File: config.mk
export PLATFORM = sky130hd
export DESIGN_NAME = rfid_tag_core_codec
export DESIGN_NICKNAME = d
export VERILOG_FILES = /design/src/rtl/rfid_tag_core_codec.v /design/src/rtl/tag_mem_blocks.v
export VERILOG_INCLUDE_DIRS = /design/src /design/src/inc
export SDC_FILE = /design/constraint.sdc
export NUM_CORES = 1
export LEC_CHECK = 0
export BUFFER_PORTS_ARGS = -buffer_cell sky130_fd_sc_hd__buf_2
export CORE_MARGIN = 5
export CORE_UTILIZATION = 55
export DETAILED_ROUTE_END_ITERATION = 16
export PLACE_DENSITY = 0.78
export SLEW_MARGIN = 20
export SYNTH_ARGS = -nofsm -noshare
export SYNTH_HDL_FRONTEND = slang
export SYNTH_SLANG_ARGS = --single-unit
File: constraint.sdc
create_clock -name sys_clk -period 5.2 [get_ports sys_clk]
set_clock_uncertainty 0.05 [all_clocks]
set_input_delay 1.04 -clock sys_clk [delete_from_list [all_inputs] [get_ports sys_clk]]
set_output_delay 1.04 -clock sys_clk [all_outputs]
set_load 0.01 [all_outputs]
File: src/inc/rfid_tag_consts.vh
// constants for the transponder core: config fields, modes, timing
`ifndef RFID_TAG_CONSTS_VH
`define RFID_TAG_CONSTS_VH
`define BLK_W          33
`define NUM_BLK        10
`define CFG_DEFAULT    32'h00148000
`define CFG_BLK        4'h0
`define PW_BLK         4'h7
`define P1_BASE        4'h7
`define CFG_PORDLY_BIT 24
`define CFG_RATE_MSB   23
`define CFG_RATE_LSB   18
`define CFG_XMODE_BIT  17
`define CFG_MOD_MSB    16
`define CFG_MOD_LSB    12
`define CFG_MAXB_MSB   7
`define CFG_MAXB_LSB   5
`define CFG_PWEN_BIT   4
`define MOD_NRZ        5'h00
`define MOD_PSK_CHG    5'h01
`define MOD_PSK_HIGH   5'h02
`define MOD_PSK_RISE   5'h03
`define MOD_FSK_5_8    5'h04
`define MOD_FSK_10_8   5'h05
`define MOD_FSK_A_8_5  5'h06
`define MOD_FSK_A_8_10 5'h07
`define MOD_MANCH      5'h08
`define MOD_BIPHASE    5'h10
`define OP_RESET       2'h0
`define OP_PAGE1       2'h3
`define LEN_SHORT      7'h02
`define LEN_DA         7'h06
`define LEN_WR         7'h26
`define LEN_PW         7'h20
`define SR_W           70
`define INIT_PER       14'h00c0
`define POR_HOLD_PER   8190
`define GAP_ZERO_PER   24
`define GAP_ONE_PER    54
`define GAP_SPLIT      ((`GAP_ZERO_PER + `GAP_ONE_PER) / 2)
`define GAP_TIMEOUT    14'h0040
`define PSK_SUB_PER    4'h2
`endif

File: src/rtl/rfid_tag_core_codec.v
// transponder digital core: gap decoder, command control, bit-rate and encoder
// Summary of operation
// all timing counted in carrier periods
// even divisors from two to 128
// compatibility mode: fixed divisor table
// gap intervals decoded, stream length validated
// first two received bits are opcode
// password bits compared against block seven
// config loaded from block zero, also reading
// config refreshed each block, after reset
// delivered config selects Manchester, RF/64
// frequency-shift subcarrier periods per mode
// phase flips whenever data changes
// phase flips at boundary when high
// phase flips only on data rise
// Manchester: falling zero, rising one
// bi-phase: extra mid-bit change for ones
// NRZ: load on for one
// reader picks rate matching subcarrier periods
// sensor high inverts whole output stream
// ten blocks, 33 bits written together
// locked block refuses any programming
// block zero skipped in continuous read unless block limit is zero
// opcode 11 sends page one blocks
// gap spacing decoded, 64-period timeout
// 192 periods init, optional 8190 hold
// read starts with zero bit, block one (block zero if block limit is zero)
// bit counter restarts at each boundary
`timescale 1ns/1ps
`include "rfid_tag_consts.vh"
module rfid_tag_core_codec #(
    parameter POR_HOLD = `POR_HOLD_PER
) (
    input  wire sys_clk,
    input  wire rst_b,
    input  wire rf_clk,
    input  wire field_on,
    input  wire sensor_hi,
    output reg  damp_on_ff,
    output wire rx_active,
    output wire tx_active
);
    localparam [4:0] S_INIT = 5'h01;
    localparam [4:0] S_HOLD = 5'h02;
    localparam [4:0] S_RX   = 5'h04;
    localparam [4:0] S_EXEC = 5'h08;
    localparam [4:0] S_READ = 5'h10;

    function [7:0] rate_div;
        input [31:0] cfg;
        begin
            if (cfg[`CFG_XMODE_BIT])
                rate_div = {1'b0, cfg[`CFG_RATE_MSB:`CFG_RATE_LSB], 1'b0} + 8'h02;
            else
                case (cfg[`CFG_RATE_LSB+2:`CFG_RATE_LSB])
                    3'h0: rate_div = 8'h08;
                    3'h1: rate_div = 8'h10;
                    3'h2: rate_div = 8'h20;
                    3'h3: rate_div = 8'h28;
                    3'h4: rate_div = 8'h32;
                    3'h5: rate_div = 8'h40;
                    3'h6: rate_div = 8'h64;
                    default: rate_div = 8'h80;
                endcase
        end
    endfunction

    function [3:0] sub_per;
        input [4:0] md;
        input       d;
        begin
            case (md)
                `MOD_FSK_A_8_5:  sub_per = d ? 4'h5 : 4'h8;
                `MOD_FSK_A_8_10: sub_per = d ? 4'ha : 4'h8;
                `MOD_FSK_5_8:    sub_per = d ? 4'h8 : 4'h5;
                `MOD_FSK_10_8:   sub_per = d ? 4'h8 : 4'ha;
                default:         sub_per = `PSK_SUB_PER;
            endcase
        end
    endfunction

    function [3:0] blk_index;
        input       pg;
        input [2:0] b;
        begin
            if (pg && b != 3'h0)
                blk_index = `P1_BASE + {1'b0, b};
            else
                blk_index = {1'b0, b};
        end
    endfunction

    reg              rf_s1_ff, rf_s2_ff, rf_s3_ff;
    reg              fld_s1_ff, fld_s2_ff, fld_s3_ff;
    reg              sen_s1_ff, sen_s2_ff;
    reg  [4:0]       state_ff;
    reg  [13:0]      cnt_ff;
    reg  [31:0]      cfg_ff;
    reg  [`SR_W-1:0] sr_ff;
    reg  [6:0]       nbit_ff;
    reg              arm_ff;
    reg  [1:0]       acc_ff;
    reg              pw_ok_ff;
    reg              page_ff, blkrd_ff, first_ff, pend_ff;
    reg  [2:0]       blk_ff;
    reg  [5:0]       bix_ff;
    reg  [1:0]       ld_ff;
    reg  [32:1]      word_ff;
    reg  [7:0]       bt_ff;
    reg  [3:0]       sc_ff;
    reg              d_ff, prev_ff, ph_ff, bp_ff, half_ff, enc_ff;
    reg              rd_en;
    reg  [3:0]       rd_addr;
    wire [`BLK_W-1:0] rd_data;
    reg              wr_en;
    reg  [`BLK_W-1:0] wr_data;

    // carrier edge is the only time base; the tick is one sys_clk wide
    wire tick      = rf_s2_ff & ~rf_s3_ff;
    wire gap_start = fld_s3_ff & ~fld_s2_ff;
    wire gap_end   = ~fld_s3_ff & fld_s2_ff;

    wire [4:0]       mode   = cfg_ff[`CFG_MOD_MSB:`CFG_MOD_LSB];
    wire             pwen   = cfg_ff[`CFG_PWEN_BIT];
    wire [2:0]       maxb   = cfg_ff[`CFG_MAXB_MSB:`CFG_MAXB_LSB];
    // limit zero streams the config block, so the cycle must open on it too
    wire [2:0]       start_blk = (maxb == 3'h0) ? 3'h0 : 3'h1;
    wire [7:0]       div    = rate_div(cfg_ff);
    wire [6:0]       pw_len = pwen ? `LEN_PW : 7'h00;
    wire [6:0]       lsh    = (nbit_ff <= 7'd70) ? (7'd70 - nbit_ff) : 7'd0;
    wire [`SR_W-1:0] al     = sr_ff << lsh;
    wire [1:0]       op     = al[`SR_W-1:`SR_W-2];
    wire [31:0]      pw     = al[`SR_W-3:`SR_W-34];
    wire [`SR_W-1:0] rest   = al << pw_len;
    wire             is_wr  = op[1] && nbit_ff == `LEN_WR + pw_len;
    wire             is_da  = op[1] && nbit_ff == `LEN_DA + pw_len && !rest[`SR_W-3];
    wire             is_p1  = op == `OP_PAGE1 && nbit_ff == `LEN_SHORT;
    wire             is_rst = op == `OP_RESET && nbit_ff == `LEN_SHORT;
    wire [2:0]       tgt    = is_wr ? rest[`SR_W-36:`SR_W-38] : rest[`SR_W-4:`SR_W-6];
    wire [3:0]       sc_p   = sub_per(mode, d_ff);
    wire             bnd    = tick && bt_ff == div - 8'h01;
    wire             mid    = tick && bt_ff == {1'b0, div[7:1]} - 8'h01;
    wire             tx_d   = first_ff ? 1'b0 : word_ff[6'd33 - bix_ff];
    wire             zero_b = page_ff && blk_ff > 3'h2;

    assign rx_active = state_ff == S_RX;
    assign tx_active = state_ff == S_READ;

    tag_mem_blocks u_mem (
        .sys_clk    (sys_clk),
        .rst_b      (rst_b),
        .rd_en      (rd_en),
        .rd_addr    (rd_addr),
        .rd_data_ff (rd_data),
        .wr_en      (wr_en),
        .wr_addr    ({1'b0, tgt}),
        .wr_data    (wr_data)
    );

    always @*
    begin
        rd_en   = 1'b0;
        rd_addr = `CFG_BLK;
        wr_en   = 1'b0;
        wr_data = {rest[`SR_W-4:`SR_W-35], rest[`SR_W-3]};
        case (state_ff)
            S_INIT: rd_en = 1'b1;
            S_EXEC:
            begin
                rd_en   = acc_ff != 2'h2;
                rd_addr = (acc_ff == 2'h0) ? `PW_BLK : {1'b0, tgt};
                // lock bit of the target gates the whole 33-bit write
                wr_en   = acc_ff == 2'h2 && is_wr && !op[0] && pw_ok_ff && !rd_data[0];
            end
            S_READ:
            begin
                rd_en   = ld_ff == 2'h1 || ld_ff == 2'h2;
                rd_addr = (ld_ff == 2'h2) ? blk_index(page_ff, blk_ff) : `CFG_BLK;
            end
            default: rd_en = 1'b0;
        endcase
    end

    always @(posedge sys_clk or negedge rst_b)
    begin
        if (!rst_b)
        begin
            rf_s1_ff  <= 1'b0;
            rf_s2_ff  <= 1'b0;
            rf_s3_ff  <= 1'b0;
            fld_s1_ff <= 1'b0;
            fld_s2_ff <= 1'b0;
            fld_s3_ff <= 1'b0;
            sen_s1_ff <= 1'b0;
            sen_s2_ff <= 1'b0;
        end
        else
        begin
            rf_s1_ff  <= rf_clk;
            rf_s2_ff  <= rf_s1_ff;
            rf_s3_ff  <= rf_s2_ff;
            fld_s1_ff <= field_on;
            fld_s2_ff <= fld_s1_ff;
            fld_s3_ff <= fld_s2_ff;
            sen_s1_ff <= sensor_hi;
            sen_s2_ff <= sen_s1_ff;
        end
    end

    always @(posedge sys_clk or negedge rst_b)
    begin
        if (!rst_b)
        begin
            state_ff <= S_INIT;
            cnt_ff   <= 14'h0000;
            cfg_ff   <= 32'h00000000;
            sr_ff    <= {`SR_W{1'b0}};
            nbit_ff  <= 7'h00;
            arm_ff   <= 1'b0;
            acc_ff   <= 2'h0;
            pw_ok_ff <= 1'b0;
            page_ff  <= 1'b0;
            blkrd_ff <= 1'b0;
            first_ff <= 1'b1;
            pend_ff  <= 1'b0;
            blk_ff   <= 3'h1;
            bix_ff   <= 6'h01;
            ld_ff    <= 2'h0;
            word_ff  <= 32'h00000000;
            bt_ff    <= 8'h00;
        end
        else
        begin
            case (state_ff)
                S_INIT:
                begin
                    cfg_ff <= rd_data[32:1];
                    if (gap_start)
                        cnt_ff <= 14'h0000;
                    else if (tick && cnt_ff == `INIT_PER - 14'h0001)
                    begin
                        cnt_ff   <= 14'h0000;
                        state_ff <= rd_data[`CFG_PORDLY_BIT+1] ? S_HOLD : S_READ;
                        page_ff  <= 1'b0;
                        blkrd_ff <= 1'b0;
                        blk_ff   <= start_blk;
                        first_ff <= 1'b1;
                        pend_ff  <= 1'b1;
                        ld_ff    <= 2'h1;
                        bix_ff   <= 6'h01;
                        bt_ff    <= 8'h00;
                    end
                    else if (tick)
                        cnt_ff <= cnt_ff + 14'h0001;
                end
                S_HOLD:
                begin
                    if (gap_start)
                    begin
                        state_ff <= S_INIT;
                        cnt_ff   <= 14'h0000;
                    end
                    else if (tick && cnt_ff == POR_HOLD[13:0] - 14'h0001)
                        state_ff <= S_READ;
                    else if (tick)
                        cnt_ff <= cnt_ff + 14'h0001;
                end
                S_RX:
                begin
                    if (gap_end)
                    begin
                        cnt_ff <= 14'h0000;
                        arm_ff <= 1'b1;
                    end
                    else if (gap_start && arm_ff)
                    begin
                        // midpoint between nominal spacings splits zero from one
                        sr_ff   <= {sr_ff[`SR_W-2:0], cnt_ff >= `GAP_SPLIT};
                        nbit_ff <= (nbit_ff == 7'h7f) ? nbit_ff : nbit_ff + 7'h01;
                        arm_ff  <= 1'b0;
                    end
                    else if (tick && arm_ff && cnt_ff == `GAP_TIMEOUT - 14'h0001)
                    begin
                        state_ff <= S_EXEC;
                        acc_ff   <= 2'h0;
                        arm_ff   <= 1'b0;
                    end
                    else if (tick && arm_ff)
                        cnt_ff <= cnt_ff + 14'h0001;
                end
                S_EXEC:
                begin
                    acc_ff <= acc_ff + 2'h1;
                    if (acc_ff == 2'h1)
                        pw_ok_ff <= !pwen || rd_data[32:1] == pw;
                    if (acc_ff == 2'h2)
                    begin
                        first_ff <= 1'b1;
                        pend_ff  <= 1'b1;
                        ld_ff    <= 2'h1;
                        bix_ff   <= 6'h01;
                        bt_ff    <= 8'h00;
                        state_ff <= S_READ;
                        page_ff  <= 1'b0;
                        blkrd_ff <= 1'b0;
                        blk_ff   <= is_p1 ? 3'h1 : start_blk;
                        if (is_rst)
                        begin
                            state_ff <= S_INIT;
                            cnt_ff   <= 14'h0000;
                        end
                        else if (is_p1)
                            page_ff <= 1'b1;
                        else if ((is_wr || is_da) && pw_ok_ff)
                        begin
                            page_ff  <= op[0];
                            blkrd_ff <= 1'b1;
                            blk_ff   <= tgt;
                        end
                    end
                end
                S_READ:
                begin
                    if (gap_start)
                    begin
                        state_ff <= S_RX;
                        nbit_ff  <= 7'h00;
                        arm_ff   <= 1'b0;
                    end
                    if (ld_ff == 2'h2)
                        cfg_ff <= rd_data[32:1];
                    if (ld_ff == 2'h3)
                        word_ff <= zero_b ? 32'h00000000 : rd_data[32:1];
                    if (ld_ff != 2'h0)
                        ld_ff <= ld_ff + 2'h1;
                    if (bnd)
                    begin
                        bt_ff   <= 8'h00;
                        pend_ff <= 1'b1;
                        if (first_ff)
                            first_ff <= 1'b0;
                        else if (bix_ff == 6'h20)
                        begin
                            bix_ff <= 6'h01;
                            ld_ff  <= 2'h1;
                            if (!blkrd_ff)
                            begin
                                if (page_ff)
                                    blk_ff <= (blk_ff == 3'h2) ? 3'h1 : blk_ff + 3'h1;
                                else if (maxb == 3'h0)
                                    blk_ff <= 3'h0;
                                else
                                    blk_ff <= (blk_ff >= maxb) ? 3'h1 : blk_ff + 3'h1;
                            end
                        end
                        else
                            bix_ff <= bix_ff + 6'h01;
                    end
                    else if (tick)
                        bt_ff <= bt_ff + 8'h01;
                    if (pend_ff && ld_ff == 2'h0 && !bnd)
                        pend_ff <= 1'b0;
                end
                default: state_ff <= S_INIT;
            endcase
        end
    end

    // bit start waits for a pending block load, a few sys_clk late at most
    wire bit_go = state_ff == S_READ && pend_ff && ld_ff == 2'h0 && !bnd;

    always @(posedge sys_clk or negedge rst_b)
    begin
        if (!rst_b)
        begin
            d_ff       <= 1'b0;
            prev_ff    <= 1'b0;
            ph_ff      <= 1'b0;
            bp_ff      <= 1'b0;
            half_ff    <= 1'b0;
            sc_ff      <= 4'h0;
            enc_ff     <= 1'b0;
            damp_on_ff <= 1'b0;
        end
        else
        begin
            if (bit_go)
            begin
                d_ff    <= tx_d;
                prev_ff <= tx_d;
                half_ff <= 1'b0;
                sc_ff   <= 4'h0;
                bp_ff   <= ~bp_ff;
                case (mode)
                    `MOD_PSK_CHG:  ph_ff <= ph_ff ^ (tx_d ^ prev_ff);
                    `MOD_PSK_HIGH: ph_ff <= ph_ff ^ tx_d;
                    `MOD_PSK_RISE: ph_ff <= ph_ff ^ (tx_d & ~prev_ff);
                    default:       ph_ff <= ph_ff;
                endcase
            end
            else
            begin
                if (mid)
                begin
                    half_ff <= 1'b1;
                    bp_ff   <= bp_ff ^ d_ff;
                end
                if (tick)
                    sc_ff <= (sc_ff >= sc_p - 4'h1) ? 4'h0 : sc_ff + 4'h1;
            end
            case (mode)
                `MOD_MANCH:    enc_ff <= half_ff ? d_ff : ~d_ff;
                `MOD_BIPHASE:  enc_ff <= bp_ff;
                `MOD_NRZ:      enc_ff <= d_ff;
                `MOD_PSK_CHG,
                `MOD_PSK_HIGH,
                `MOD_PSK_RISE: enc_ff <= sc_ff[0] ^ ph_ff;
                default:       enc_ff <= sc_ff < {1'b0, sc_p[3:1]};
            endcase
            if (state_ff == S_HOLD)
                damp_on_ff <= 1'b1;
            else if (state_ff == S_READ)
                damp_on_ff <= enc_ff ^ sen_s2_ff;
            else
                damp_on_ff <= 1'b0;
        end
    end
endmodule

File: src/rtl/tag_mem_blocks.v
// block memory of the transponder, registered read port
`timescale 1ns/1ps
`include "rfid_tag_consts.vh"
module tag_mem_blocks (
    input  wire              sys_clk,
    input  wire              rst_b,
    input  wire              rd_en,
    input  wire [3:0]        rd_addr,
    output reg  [`BLK_W-1:0] rd_data_ff,
    input  wire              wr_en,
    input  wire [3:0]        wr_addr,
    input  wire [`BLK_W-1:0] wr_data
);
    reg [`BLK_W-1:0] mem_ff [0:`NUM_BLK-1];
    integer          i;

    // reset stands in for the delivered contents of the non-volatile array
    always @(posedge sys_clk or negedge rst_b)
    begin
        if (!rst_b)
        begin
            for (i = 0; i < `NUM_BLK; i = i + 1)
                mem_ff[i] <= {`BLK_W{1'b0}};
            mem_ff[0] <= {`CFG_DEFAULT, 1'b0};
            rd_data_ff <= {`BLK_W{1'b0}};
        end
        else
        begin
            if (wr_en && wr_addr < `NUM_BLK)
                mem_ff[wr_addr] <= wr_data;
            if (rd_en)
                rd_data_ff <= (rd_addr < `NUM_BLK) ? mem_ff[rd_addr] : {`BLK_W{1'b0}};
        end
    end
endmodule

==> metrics.txt <==
most frequent CP cell buf_12; ANT nets after route 0; final wirelength roughly 100 mm; slowest cell delay on critical path about 550 ps; Synth area leader dfrtp_1; global-route wire length before repair 153.1 mm; outcome finished clean; largest family of logic cells by synthesized area compound AO/OA/AOI/OAI gates; crit path max fanout 36; post-route minimum period around 5000 ps; ant diodes 0; Via Count approximately 27000; Synth Area in Compound Gates 22.37%; Final HPWL DP around 65 mm; Critical Path End Type flip-flop; vias in the first global route ~26000; Clock Tree Buf Depth 3; Crit-path slowest cell dfrtp_4; reg2reg path depth 18; Post-Syn Nets roughly 3500; Critical Path AT between 5000 and 6000 ps; I/O pin cnt 8; Die Footprint just under 60000 um^2; sequential-to-total area share from yosys stat 40.60%; clock slew seen by the registers of the worst setup and hold paths 60 ps; Synth Flop Type dfrtp_1; Post-Synth XOR/XNOR Area under 10%; via/cell ratio approximately 6.6; number of port buffers 7; largest net degree at the start of global routing 104; Total Routing Usage GR between 30% and 40%; number of nets in the layout 3435; synth top area cells dfrtp_1, nand2_1, o21ai_0; Fmax achieved between 0.15 and 0.2 GHz; Initial Util between 50% and 60%; Slew headroom between 20% and 30%; Synth Area in Adders 1.661%; cts bufs inserted 50; pre-CTS WS around 280 ps; H-Tree Level Count 2; Hold-fix buffers, CTS 0; FF+latch count, synth approximately 490; CP top delay family compound AO/OA/AOI/OAI gates; die width roughly 240 um; Layout area overhead 11.43%; Worst Slack Setup Final between 150 and 200 ps; DRT Pass-1 Iters 8; HP Start rf_s1_ff; crit path kind reg -> reg; Final Hold Vio Count 0; Final Max Tran Viols 0; initial antenna violation count 0; Mean Syn Cell Area approximately 8.8 um^2; part of the cycle the worst path needs slightly below 100%; YS warnings 0; Least-Margin Pin Slew ~1200 ps; post-route insts no fill between 4000 and 5000; 1st-iter DRT viols around 3400; Root Driver clkbuf_16; TritonCTS clock tree built; post-synth top area share 39.98%; Worst R2R Setup Slack between 150 and 200 ps; TNS Setup 0 ps; Placed Cells between 4000 and 5000; register area approximately 12000 um^2; CP cell instances inv_1 -> ha_1 -> and4b_1 -> o21ai_4 -> buf_12 -> nand2_1 -> o32ai_1 -> a2bb2oi_1 -> a221oi_1 -> buf_4 -> o311ai_2 -> mux2_2 -> o2111ai_2 -> and2_4 -> buf_12 -> and3_1 -> a311oi_1 -> o41ai_2; area of the multi-input gates roughly 17000 um^2; Leakage Power between 10 and 15 nW; Core ar. between 50000 and 60000 um^2; Post-Synthesis Cells between 3000 and 4000; reg2reg end u_mem.rd_data_ff[12]; TritonCTS sink count 486; hold depth 0; Post-Synthesis Cell Area ~30000 um^2; Skew-Pair Late Insertion Delay 610 ps; maxcap violations 0; Worst VDD drop around 280 uV; layout cells sized above 1 between 10% and 20%; Hold WC Path Type reg -> reg; EDFF count, synth 0; PwrDens between 200 and 250 nW/um^2; Worst Path Buf+Inv 4; # setup viols final 0; asr flop ratio synth between 90% and 100%; Layout fillers roughly 4500; die height 243.5 um; site row count 85; gr ovfl total 0; multiplexer share of the synthesized area a little under a tenth; Worst Path Required 5610 ps; simple-gate area share of the yosys netlist 18.88%; WHS Endpoint rf_s2_ff; # DRC 0; Startpoint Class flip-flop; Routed WL per cell 23.58 um; synth unique cells ~110; RePlAce Congestion slightly above 1; Power Total about 7.8 mW; worst flop-to-flop path startpoint nbit_ff[0]
## per-stage QoR
step / cell area (um^2) / hold WS [ps] / util [%]
2_1_floorplan: 29980 / 281.2 / -
3_3_place_gp: 31510 / 293.8 / 58.45
3_5_place_dp: 31510 / 287.8 / 58.45
4_1_cts: 33260 / 311.1 / 61.69
5_1_grt: 33410 / 317.3 / 61.96
6_report: 33410 / 306.8 / 61.96
## metal layers
| layer | track usage [%] | share of wire [%] | up-vias |
|---|---|---|---|
| li1 | - | - | 12300 |
| met1 | 46.38 | 42 | 13130 |
| met2 | 47.85 | 43 | 1454 |
| met3 | 6.335 | 10 | 304 |
| met4 | 11.83 | 4.3 | 0 |
| met5 | 0 | 0 | - |
## worst max path at each step
stage / startpoint / endpoint / slack, ps / cells after the start
after floorplan: nbit_ff[0] / u_mem.rd_data_ff[2] / 290 / 26
after global placement: nbit_ff[0] / blk_ff[1] / 280 / 15
after detailed placement: nbit_ff[0] / blk_ff[1] / 280 / 15
after CTS: nbit_ff[1] / u_mem.rd_data_ff[12] / 180 / 18
after global routing: nbit_ff[0] / cnt_ff[10] / -1 / 19
final: nbit_ff[0] / u_mem.rd_data_ff[12] / 150 / 18
## layout by cell type (no fill, tap or decap), drive strengths merged, types with 70 or more instances in the layout
cell type,n
nor3,70
and3,81
a21oi,129
a211oi,96
mux2i,118
mux2,115
and2,80
dfrtp,479
nor2,194
buf,193
o21ai,423
nand2,649
## state kept, by name, summed over array words and instances (netlist names), 7 cells and up
name	cells
u_mem.rd_data_ff	33
bt_ff	8
cfg_ff	16
word_ff	32
u_mem.mem_ff	264
nbit_ff	7
sr_ff	70
cnt_ff	14
## synth_stat cells, drive strengths merged, types with 32 or more instances
cell type and instances:
o21ai 423, o22ai 35, a311oi 39, nand3 62
nor2 194, and3 81, dfrtp 479, a211oi 96
a31oi 32, mux2 115, o41ai 34, mux2i 118
a21oi 129, clkbuf 152, xnor2 34, buf 117
and2 80, nor3 70, nand2 649, inv 47
xor2 36, ha 39
## where the power goes
part	switching (mW)	internal (mW)	total (mW)
clock network	1.57	2.23	3.81
registers	0.0211	3.80	3.82
logic	0.119	0.0528	0.172
total	1.71	6.08	7.80
## cell type report
class | count | share of cell area, %
Inverter | 47 | 0.5281
Tap cell | 696 | 2.607
Multi-Input combinational cell | 2612 | 49.41
Clock buffer | 67 | 4.266
Timing Repair Buffer | 194 | 5.783
Sequential cell | 486 | 36.44
Clock inverter | 24 | 0.9663
## worst reg2reg max path, stage by stage (launching register included)
cell and delay [ps]:
dfrtp_4 550, inv_1 100, ha_1 280, and4b_1 300, o21ai_4 310, buf_12 240, nand2_1 100, o32ai_1 320
a2bb2oi_1 380, a221oi_1 160, buf_4 170, o311ai_2 370, mux2_2 260, o2111ai_2 150, and2_4 250, buf_12 190
and3_1 200, a311oi_1 340, o41ai_2 160
## cell families after synthesis
group / after synthesis
compound gates: 1001
fa+ha+maj: 40
flops: 486
simple gates: 1252
xor+xnor: 70
buf+inv: 316
mux: 249
## repair_timing
action | 4_1_cts | 5_1_grt
gates resized for setup | 0 | 13
setup endpoints to repair | 0 | 51
buffers inserted | 0 | 7
Power figures use the tool's default switching activity.
